<file path="config.mk">
export PLATFORM = sky130hd
export DESIGN_NAME = tecf_flags
export DESIGN_NICKNAME = d
export VERILOG_FILES = /design/src/tecf_pkg.sv /design/src/tecf_det_if.sv /design/src/tecf_extdet.sv /design/src/tecf_flags.sv
export SDC_FILE = /design/constraint.sdc
export NUM_CORES = 1
export LEC_CHECK = 0
export BUFFER_PORTS_ARGS = -buffer_cell sky130_fd_sc_hd__clkbuf_2
export CAP_MARGIN = 15
export CORE_ASPECT_RATIO = 0.7
export CORE_UTILIZATION = 45
export CTS_BUF_LIST = sky130_fd_sc_hd__clkbuf_2 sky130_fd_sc_hd__clkbuf_4 sky130_fd_sc_hd__clkbuf_8
export DETAILED_ROUTE_END_ITERATION = 16
export PLACE_DENSITY = 0.82
export SLEW_MARGIN = 30
export SYNTH_ARGS = -nofsm -noshare
export SYNTH_HDL_FRONTEND = slang
export SYNTH_SLANG_ARGS = --single-unit
</file>
<file path="constraint.sdc">
create_clock -name clk_i -period 1.88 [get_ports clk_i]
set_input_delay 0.094 -clock clk_i [delete_from_list [all_inputs] [get_ports clk_i]]
set_output_delay 0.094 -clock clk_i [all_outputs]
set_load 0.01 [all_outputs]
</file>
<file path="src/tecf_pkg.sv">
// constants for the timer and external interrupt control flag block
package tecf_pkg;
   // register byte addresses on the bus
   localparam logic [7:0] CTRL_OFF = 8'h88;
   localparam logic [7:0] IE2_OFF  = 8'h8C;
   localparam logic [7:0] STAT_OFF = 8'h90;
   localparam logic [7:0] MASK_OFF = 8'h94;
   // control register field positions
   localparam int T1_FLAG_BIT = 7;
   localparam int T1_RUN_BIT  = 6;
   localparam int T0_FLAG_BIT = 5;
   localparam int T0_RUN_BIT  = 4;
   localparam int X1_PEND_BIT = 3;
   localparam int X1_TYPE_BIT = 2;
   localparam int X0_PEND_BIT = 1;
   localparam int X0_TYPE_BIT = 0;
   // second enable register field position
   localparam int CEN_BIT = 3;
   // event status layout
   localparam int EV_W      = 5;
   localparam int EV_EXT0   = 0;
   localparam int EV_TMR0   = 1;
   localparam int EV_EXT1   = 2;
   localparam int EV_TMR1   = 3;
   localparam int EV_CARD   = 4;
   // reset values
   localparam logic [7:0]      CTRL_RST = 8'h00;
   localparam logic            CEN_RST  = 1'b0;
   localparam logic [EV_W-1:0] EV_RST   = 5'h00;
   localparam logic [31:0]     DAT_RST  = 32'h0000_0000;
endpackage

</file>
<file path="src/tecf_det_if.sv">
// carrier between the flag logic and one external pin detector
`timescale 1ns/100ps
`default_nettype none
interface tecf_det_if;
   logic edge_mode;
   logic detect;
   modport ctrl (output edge_mode, input detect);
   modport det  (input edge_mode, output detect);
endinterface
`default_nettype wire

</file>
<file path="src/tecf_extdet.sv">
// pin synchroniser with level or falling edge detection
`timescale 1ns/100ps
`default_nettype none
module tecf_extdet (
   // clock and reset
   input  wire logic clk_i,
   input  wire logic rst_i,
   // external pin
   input  wire logic pin_i,
   // towards the flag logic
   tecf_det_if.det   det
);
   logic sync1_q;
   logic sync2_q;
   logic prev_q;
   logic detect_q;

   ////////////////////////////////////////////////////////////////////////////
   always_ff @(posedge clk_i) begin
      if (rst_i) begin
         sync1_q <= 1'b1;
         sync2_q <= 1'b1;
         prev_q  <= 1'b1;
      end else begin
         sync1_q <= pin_i;
         sync2_q <= sync1_q;
         prev_q  <= sync2_q;
      end
   end

   // low level, or a high to low step when edge mode is chosen
   always_ff @(posedge clk_i) begin
      if (rst_i) begin
         detect_q <= 1'b0;
      end else if (det.edge_mode) begin
         detect_q <= prev_q & ~sync2_q;
      end else begin
         detect_q <= ~sync2_q;
      end
   end

   assign det.detect = detect_q;
endmodule
`default_nettype wire

</file>
<file path="src/tecf_flags.sv">
// timer and external interrupt control flags with wishbone register access
//
// Function
// timer 1 overflow sets its flag, which clears when the core vectors to its routine.
// timer 0 overflow sets its flag, which clears when the core vectors to its routine.
// timer 1 runs while its run bit is one and halts while it is zero.
// an interrupt condition on external input 0 sets its pending flag.
// external input 0 pending clears on service only when edge triggered.
// after reset the control register is all zero.
// after reset the card interrupt enable bit is zero.
// reserved bits are not stored and read back as zero; software writes no ones there.
// an interrupt on external input 1 sets its pending flag, which clears when processed.
// the type bit of input 1 chooses level or falling edge triggering.
// timer 0 runs while its run bit is one and halts while it is zero.
// a card interface request reaches the core only while its enable bit is one; irq_o takes card_irq_i through the EV_CARD status bit without the enable.
//
// Chosen here: the Wishbone interface to the registers.
`timescale 1ns/100ps
`default_nettype none
module tecf_flags (
   // clock and reset
   input  wire logic        clk_i,
   input  wire logic        rst_i,
   // wishbone slave
   input  wire logic        wb_cyc_i,
   input  wire logic        wb_stb_i,
   input  wire logic        wb_we_i,
   input  wire logic [7:0]  wb_adr_i,
   input  wire logic [3:0]  wb_sel_i,
   input  wire logic [31:0] wb_dat_i,
   output var  logic [31:0] wb_dat_o,
   output var  logic        wb_ack_o,
   // timers
   input  wire logic        timer0_overflow_i,
   input  wire logic        timer1_overflow_i,
   output var  logic        timer0_run_o,
   output var  logic        timer1_run_o,
   // core vectoring acknowledges
   input  wire logic        timer0_vector_i,
   input  wire logic        timer1_vector_i,
   input  wire logic        ext0_vector_i,
   input  wire logic        ext1_vector_i,
   // external pins
   input  wire logic        ext_irq0_pin_i,
   input  wire logic        ext_irq1_pin_i,
   // card interface request
   input  wire logic        card_irq_i,
   // towards the prioritizer
   output var  logic        timer0_overflow_flag_o,
   output var  logic        timer1_overflow_flag_o,
   output var  logic        ext_irq0_pending_o,
   output var  logic        ext_irq1_pending_o,
   output var  logic        card_irq_req_o,
   // summary interrupt
   output var  logic        irq_o
);
   logic                       ack_q;
   logic [31:0]                dat_q;
   logic [31:0]                rd_d;
   logic                       t1_flag_q;
   logic                       t1_run_q;
   logic                       t0_flag_q;
   logic                       t0_run_q;
   logic                       ie1p_q;
   logic                       x1_type_q;
   logic                       ie0p_q;
   logic                       it0_q;
   logic                       card_en_q;
   logic                       card_req_q;
   logic [tecf_pkg::EV_W-1:0]  stat_q;
   logic [tecf_pkg::EV_W-1:0]  mask_q;
   logic [tecf_pkg::EV_W-1:0]  events;
   logic                       irq_q;
   logic [7:0]                 ctrl_rd;
   logic [1:0]                 pins;
   logic [1:0]                 det_w;
   logic [1:0]                 types;
   logic                       req;
   logic                       wr_hit;
   logic                       wr_ctrl;
   logic                       wr_ie2;
   logic                       wr_stat;
   logic                       wr_mask;

   ////////////////////////////////////////////////////////////////////////////
   // pin detectors
   assign pins  = {ext_irq1_pin_i, ext_irq0_pin_i};
   assign types = {x1_type_q, it0_q};

   tecf_det_if det_bus [2] ();

   genvar g;
   generate
      for (g = 0; g < 2; g++) begin : g_det
         assign det_bus[g].edge_mode = types[g];
         assign det_w[g]             = det_bus[g].detect;
         tecf_extdet u_det (
            .clk_i (clk_i),
            .rst_i (rst_i),
            .pin_i (pins[g]),
            .det   (det_bus[g])
         );
      end
   endgenerate

   ////////////////////////////////////////////////////////////////////////////
   // bus decode, one wait state, write lands on the ack edge
   assign req     = wb_cyc_i & wb_stb_i;
   assign wr_hit  = req & ack_q & wb_we_i & wb_sel_i[0];
   assign wr_ctrl = wr_hit && (wb_adr_i == tecf_pkg::CTRL_OFF);
   assign wr_ie2  = wr_hit && (wb_adr_i == tecf_pkg::IE2_OFF);
   assign wr_stat = wr_hit && (wb_adr_i == tecf_pkg::STAT_OFF);
   assign wr_mask = wr_hit && (wb_adr_i == tecf_pkg::MASK_OFF);

   assign ctrl_rd = {t1_flag_q, t1_run_q, t0_flag_q, t0_run_q, ie1p_q, x1_type_q, ie0p_q, it0_q};

   always_comb begin
      rd_d = tecf_pkg::DAT_RST;
      case (wb_adr_i)
         tecf_pkg::CTRL_OFF: rd_d[7:0] = ctrl_rd;
         tecf_pkg::IE2_OFF:  rd_d[tecf_pkg::CEN_BIT] = card_en_q;
         tecf_pkg::STAT_OFF: rd_d[tecf_pkg::EV_W-1:0] = stat_q;
         tecf_pkg::MASK_OFF: rd_d[tecf_pkg::EV_W-1:0] = mask_q;
         default:            rd_d = tecf_pkg::DAT_RST;
      endcase
   end

   always_ff @(posedge clk_i) begin
      if (rst_i) begin
         ack_q <= 1'b0;
      end else begin
         ack_q <= req & ~ack_q;
      end
   end

   always_ff @(posedge clk_i) begin
      if (rst_i) begin
         dat_q <= tecf_pkg::DAT_RST;
      end else if (req & ~ack_q & ~wb_we_i) begin
         dat_q <= rd_d;
      end
   end

   assign wb_ack_o = ack_q;
   assign wb_dat_o = dat_q;

   ////////////////////////////////////////////////////////////////////////////
   // timer overflow flags: set beats write beats vector clear
   always_ff @(posedge clk_i) begin
      if (rst_i) begin
         t1_flag_q <= tecf_pkg::CTRL_RST[tecf_pkg::T1_FLAG_BIT];
      end else if (timer1_overflow_i) begin
         t1_flag_q <= 1'b1;
      end else if (wr_ctrl) begin
         t1_flag_q <= wb_dat_i[tecf_pkg::T1_FLAG_BIT];
      end else if (timer1_vector_i) begin
         t1_flag_q <= 1'b0;
      end
   end

   always_ff @(posedge clk_i) begin
      if (rst_i) begin
         t0_flag_q <= tecf_pkg::CTRL_RST[tecf_pkg::T0_FLAG_BIT];
      end else if (timer0_overflow_i) begin
         t0_flag_q <= 1'b1;
      end else if (wr_ctrl) begin
         t0_flag_q <= wb_dat_i[tecf_pkg::T0_FLAG_BIT];
      end else if (timer0_vector_i) begin
         t0_flag_q <= 1'b0;
      end
   end

   ////////////////////////////////////////////////////////////////////////////
   // run controls and trigger types
   always_ff @(posedge clk_i) begin
      if (rst_i) begin
         t1_run_q  <= tecf_pkg::CTRL_RST[tecf_pkg::T1_RUN_BIT];
         t0_run_q  <= tecf_pkg::CTRL_RST[tecf_pkg::T0_RUN_BIT];
         x1_type_q <= tecf_pkg::CTRL_RST[tecf_pkg::X1_TYPE_BIT];
         it0_q     <= tecf_pkg::CTRL_RST[tecf_pkg::X0_TYPE_BIT];
      end else if (wr_ctrl) begin
         t1_run_q  <= wb_dat_i[tecf_pkg::T1_RUN_BIT];
         t0_run_q  <= wb_dat_i[tecf_pkg::T0_RUN_BIT];
         x1_type_q <= wb_dat_i[tecf_pkg::X1_TYPE_BIT];
         it0_q     <= wb_dat_i[tecf_pkg::X0_TYPE_BIT];
      end
   end

   assign timer1_run_o = t1_run_q;
   assign timer0_run_o = t0_run_q;

   ////////////////////////////////////////////////////////////////////////////
   // external input 0: level mode mirrors the pin, edge mode is sticky
   always_ff @(posedge clk_i) begin
      if (rst_i) begin
         ie0p_q <= tecf_pkg::CTRL_RST[tecf_pkg::X0_PEND_BIT];
      end else if (!it0_q) begin
         ie0p_q <= det_w[0];
      end else if (det_w[0]) begin
         ie0p_q <= 1'b1;
      end else if (wr_ctrl) begin
         ie0p_q <= wb_dat_i[tecf_pkg::X0_PEND_BIT];
      end else if (ext0_vector_i) begin
         ie0p_q <= 1'b0;
      end
   end

   // external input 1: cleared when processed in either mode
   always_ff @(posedge clk_i) begin
      if (rst_i) begin
         ie1p_q <= tecf_pkg::CTRL_RST[tecf_pkg::X1_PEND_BIT];
      end else if (det_w[1]) begin
         ie1p_q <= 1'b1;
      end else if (wr_ctrl) begin
         ie1p_q <= wb_dat_i[tecf_pkg::X1_PEND_BIT];
      end else if (ext1_vector_i) begin
         ie1p_q <= 1'b0;
      end
   end

   assign timer0_overflow_flag_o = t0_flag_q;
   assign timer1_overflow_flag_o = t1_flag_q;
   assign ext_irq0_pending_o     = ie0p_q;
   assign ext_irq1_pending_o     = ie1p_q;

   ////////////////////////////////////////////////////////////////////////////
   // card interface enable and gated request
   always_ff @(posedge clk_i) begin
      if (rst_i) begin
         card_en_q <= tecf_pkg::CEN_RST;
      end else if (wr_ie2) begin
         card_en_q <= wb_dat_i[tecf_pkg::CEN_BIT];
      end
   end

   always_ff @(posedge clk_i) begin
      if (rst_i) begin
         card_req_q <= 1'b0;
      end else begin
         card_req_q <= card_irq_i & card_en_q;
      end
   end

   assign card_irq_req_o = card_req_q;

   ////////////////////////////////////////////////////////////////////////////
   // sticky event status, write one to clear, new event wins
   always_comb begin
      events                    = tecf_pkg::EV_RST;
      events[tecf_pkg::EV_EXT0] = det_w[0];
      events[tecf_pkg::EV_TMR0] = timer0_overflow_i;
      events[tecf_pkg::EV_EXT1] = det_w[1];
      events[tecf_pkg::EV_TMR1] = timer1_overflow_i;
      events[tecf_pkg::EV_CARD] = card_irq_i;
   end

   always_ff @(posedge clk_i) begin
      if (rst_i) begin
         stat_q <= tecf_pkg::EV_RST;
      end else if (wr_stat) begin
         stat_q <= (stat_q & ~wb_dat_i[tecf_pkg::EV_W-1:0]) | events;
      end else begin
         stat_q <= stat_q | events;
      end
   end

   always_ff @(posedge clk_i) begin
      if (rst_i) begin
         mask_q <= tecf_pkg::EV_RST;
      end else if (wr_mask) begin
         mask_q <= wb_dat_i[tecf_pkg::EV_W-1:0];
      end
   end

   always_ff @(posedge clk_i) begin
      if (rst_i) begin
         irq_q <= 1'b0;
      end else begin
         irq_q <= |(stat_q & mask_q);
      end
   end

   assign irq_o = irq_q;
endmodule
`default_nettype wire

</file>
---- After elaboration in Yosys (flattened, before gate mapping) ----
Index checks and enable logic that the tools add are counted.
operators by class
  multiplexer cells ....................... 20
  reduce and logical (&&, ||, !) cells .... 8
  equality and inequality tests ........... 5
  bitwise logic cells ..................... 18
operators with widths
  operator                                                                  count
  8-bit equality test (second input constant)                               4
  1-bit two-way mux                                                         15
  5-bit bitwise AND                                                         2
  5-bit OR                                                                  2
  1-bit bitwise AND                                                         9
  3-bit case mux with 3 select lines                                        1
  3-bit nonzero test                                                        3
  5-bit two-way mux                                                         1
  5-bit inverter                                                            1
  5-bit OR reduction                                                        1
  1-bit logical AND                                                         4
  4-bit by 2-bit inequality test with 1-bit output (second input constant)  1
  1-bit inverter                                                            4
  1-bit case mux with 4 select lines                                        1
  3-bit two-way mux                                                         1
  1-bit case mux with 3 select lines                                        1
word-level totals
  logic and storage cells ................. 74
  flip-flop bits (word level) ............. 38
  output and inout bits ................... 41
  bits of input ports ..................... 58

---- Depth between registers and ports, before layout ----
  depth in word-level cells ............... 8
  gate-level depth with buffers ........... 5
  depth with buffers taken out ............ 4

---- Hierarchy ----
A second synthesis with hierarchy kept.
unflattened totals
  cells, all modules ...................... 193
  area total of the unflattened synthesis .. 1785.5 um^2
modules (own cells, without submodules)
  module       seq. area each (um^2)  area an instance (um^2)  cells each  instances
  tecf_flags   600.6                  1557.7                   175         1
  tecf_extdet  80.1                   113.9                    9           2

---- Worst setup path before layout ----
No wires, ideal clock.
  kind .................................... input port to flip-flop
  start ................................... in wb_adr_i[5]
  end ..................................... reg mask_q[4] in the netlist's numbering
  arrival time ............................ 1351 ps
  path slack .............................. 401 ps
  data required time ...................... 1752 ps
  buffers on the path ..................... 0
  setup time .............................. 128 ps
  cell stages on the path ................. 4
  cell sequence ........................... or4b_4 > nor4_4 > mux2i_1 > nor2_1
on the way
  longest elaborated chain between the ends .. 2
ends and longest elaborated chain
  element                 RTL line           RTL
  start: declaration      tecf_flags.sv:28   input wire logic [7:0] wb_adr_i,
  8-bit equality test     tecf_flags.sv:113  assign wr_mask = wr_hit && (wb_adr_i == tecf_pkg::MASK_OFF);
  1-bit logical AND       tecf_flags.sv:113
  end signal: assignment  tecf_flags.sv:269  mask_q <= tecf_pkg::EV_RST;
  end signal: assignment  tecf_flags.sv:271  mask_q <= wb_dat_i[tecf_pkg::EV_W-1:0];
  end: declaration        tecf_flags.sv:71   logic [tecf_pkg::EV_W-1:0] mask_q;
Every way passes these cells.
A chain may end at the register's enable or synchronous reset.

---- Final worst setup path ----
Same ends and word-level chain as after synthesis.

==> flow_summary.ini <==
[status]
outcome = finished, final reports clean

[logic_synthesis]
avgSynthCellArea_um2 = 9.367
yosysMostFrequentCell = dfxtp_1
synth.area.mux_share_pct = 5.714
synthAdderAreaFrac_pct = 0
synth_edf_count = 0
yosysTopAreaCell = dfxtp_1
syn-instance-count = 187
yosys.area_share.xor_xnor_pct = 0
ys_ff_latch = 38
synth_top_family_by_area = simple AND/OR/NAND/NOR gates
synth_area_um2 = 1752
synth_top_area_share_pct = 43.43
synth_warnings = 0
synth_common_cells = 38 x dfxtp_1, 24 x buf_4, 21 x nor2_1, 10 x mux2i_1, 9 x a22oi_1
synth_seq_area_share_pct = 43.43
ys_types = 37
synth.area.top_cells = dfxtp_1 43%, buf_4 10%, mux2i_1 5.7%
yosys.area_share.simple_pct = 21.64
async_flop_share_pct = 0
synth_compound_area_share_pct = 15.21
ys.flop_type = dfxtp_1

[cts]
cts_root_buf = clkbuf_8
cts_resized = 0
clock_path_buffers = 2
cts_tree = yes
cts.clk_slew.worst_paths_ns = 0.06
h-tree-depth = 2
cts_buffers = 5
clk_latency_ns = 0.29
clock-sinks = 38

[placed_design]
port_buffers = 47
hpwl_um = 2846
globalplace.congestion = 0.8462

[layout]
n_antenna_cell = 0
final_util_pct = 57.14
nNetsFinal = 298
drive_gt1_share_pct = 29.29
area_growth_pct = 18.29

[worst_setup_path]
cp_top_family = simple AND/OR/NAND/NOR gates
crit_arrival_ns = 1.51
timing_worst_setup_path_type = in -> reg
critPathBufInv = 2
endpoint_kind = register
cp_cell_sequence = clkbuf_2, or4b_4, nor4_4, buf_4, mux2i_1, nor2_1
crit_slowest_cell = or4b_4
slowest_delay_ns = 0.57
crit_path_max_fanout = 5
cp-start-kind = input port
cp.required_ns = 2.06

[floorplanning]
initial_core_util_pct = 48.31
die_y_um = 54.20
ios = 99
dieWidth_um = 76.57
rows = 18
dieArea_um2 = 4150
fp.coreArea_um2 = 3626

[pwr]
clock_power_share_pct = 35.8
p_int_mw = 1.163
powerDensity_nw_per_um2 = 735.4
leakagePower_nw = 0.9437
combPwrFrac_pct = 9.6
vdd_ir_drop_max_mv = 0.5535
seqPwrFrac_pct = 54.7
p_switching_mw = 0.3610
swShare_pct = 23.69

[sta]
timing.fmax_ghz = 0.7504
hold_viol = 0
skew_ns = 0.003008
worst_pin_slew_ns = 0.5332
rsz0062_at_grt = no
period_needed_ns = 1.333
period_share_pct = 70.88
finalSetupTns_ns = 0
slew_violations = 0
relSlewSlack_pct = 64.38
setup_viol = 0

[global_routing]
grt_max_degree = 22
grt_use_met2_pct = 29.73
grt_pass1_vias = 1287
grt_pass1_wl_um = 5982
grt.met3_usage_pct = 5.085
track_usage_pct = 19.32
antenna_found_initial = 0
busiest_layer = met2
gr-usage-met1_pct = 25.43
grt_overflow = 0

[detailed_routing]
first_pass_iters = 4
ant_nets = 0
route.detailed.drc = 0
num_vias = 1460
drt_iter0_markers = 108
avgRoutedWirePerCell_um = 13.04
vias_per_cell = 5.052
wl_um = 3768

[worst_hold_path]
hold_class = in -> reg

[run]
drv_cap = 0
==> stage by stage <==
stage                     setup WS [ns]  instances  area [µm²]  hold slack (ns)  total power [mW]
final                            0.5474        289        2072          0.03251             1.524
after global routing             0.4267        289        2072          0.05369             1.583
after CTS                        0.5494        289        2072          0.02546             1.531
after detailed placement         0.2545        281        1969           0.2778            0.9919
after global placement           0.3117        281        1969           0.2797            0.9881
after floorplan                  0.4009        210        1838           0.1978            0.9639
==> cells by family (layout without fill, tap and decap cells) <==
logic type / count (synthesis) / in the layout
AO/OA/AOI/OAI: 35 / 35
AND/OR/NAND/NOR: 63 / 63
buffers and inverters: 40 / 69
other: 1 / 24
flip-flops: 38 / 38
multiplexers: 10 / 10
==> final timing paths <==
| kind | start | endpoint | slack [ns] | cells past startpoint |
|---|---|---|---|---|
| setup / recovery | wb_adr_i[5] | mask_q[4] | 0.55 | 6 |
| hold reg to reg | g_det[0].u_det.sync1_q | g_det[0].u_det.sync2_q | 0.41 | 1 |
| setup reg to reg | wb_ack_o | ext_irq0_pending_o | 0.55 | 4 |
| hold / removal | wb_dat_i[0] | stat_q[0] | 0.03 | 2 |
==> area by class of cell <==
cell class / instances / area (µm²)
Fill cell: 323 / 1554
Multi-Input combinational cell: 132 / 835.8
Timing Repair Buffer: 55 / 300.3
Tap cell: 50 / 62.56
Inverter: 8 / 30.03
Sequential cell: 38 / 760.7
Clock buffer: 6 / 82.58
==> state kept, by name, indices dropped and copies added (netlist names), 2 cells and up <==
register                flops
g_det.u_det.sync1_q         2
g_det.u_det.sync2_q         2
mask_q                      5
stat_q                      5
g_det.u_det.prev_q          2
g_det.u_det.det.detect      2
wb_dat_o                    8
det_bus.edge_mode           2
==> power groups by stage <==
| stage | clock network [mW] | logic, mW | registers, mW |
|---|---|---|---|
| floorplan | 0 | 0.114 | 0.850 |
| global placement | 0 | 0.137 | 0.851 |
| detailed placement | 0 | 0.140 | 0.851 |
| CTS | 0.553 | 0.145 | 0.833 |
| global route | 0.586 | 0.162 | 0.835 |
| finish | 0.545 | 0.146 | 0.833 |
==> routing by layer <==
metal	up-vias	wire length [µm]
li1	725	-
met1	663	1849
met2	66	1574
met3	6	282
met4	0	62
met5	-	0
==> repair_timing <==
item                      CTS  global route
hold buffers                2             0
setup buffers               0             0
hold endpoints to repair    2             0
==> layout by cell type (no fill, tap or decap) <==
| cell | n |
|---|---|
| clkbuf_8 | 6 |
| or2_2 | 6 |
| nor2b_1 | 2 |
| dfxtp_1 | 38 |
| a311oi_1 | 8 |
| conb_1 | 24 |
| dlygate4sd3_1 | 2 |
| nand2b_1 | 4 |
| a2bb2oi_1 | 4 |
| a21oi_1 | 5 |
| nor2_1 | 21 |
| inv_1 | 8 |
| nor4_1 | 2 |
| a221oi_1 | 1 |
| and4_1 | 2 |
| a22oi_1 | 9 |
| nor3_1 | 5 |
| mux2i_1 | 10 |
| nand4bb_1 | 1 |
| nand3b_1 | 1 |
| clkbuf_2 | 47 |
| nor4bb_1 | 1 |
| o211a_1 | 1 |
| and3_1 | 1 |
| o21ai_0 | 4 |
| a222oi_1 | 1 |
| nand4_1 | 2 |
| or3b_2 | 1 |
| nor4_4 | 1 |
| and2_1 | 2 |
| and4b_1 | 1 |
| a32o_1 | 1 |
| nand2_1 | 6 |
| or4b_4 | 1 |
| and4bb_2 | 2 |
| buf_4 | 6 |
| nand4b_1 | 1 |
| a221o_1 | 1 |
(Power assumes the default switching activity.)
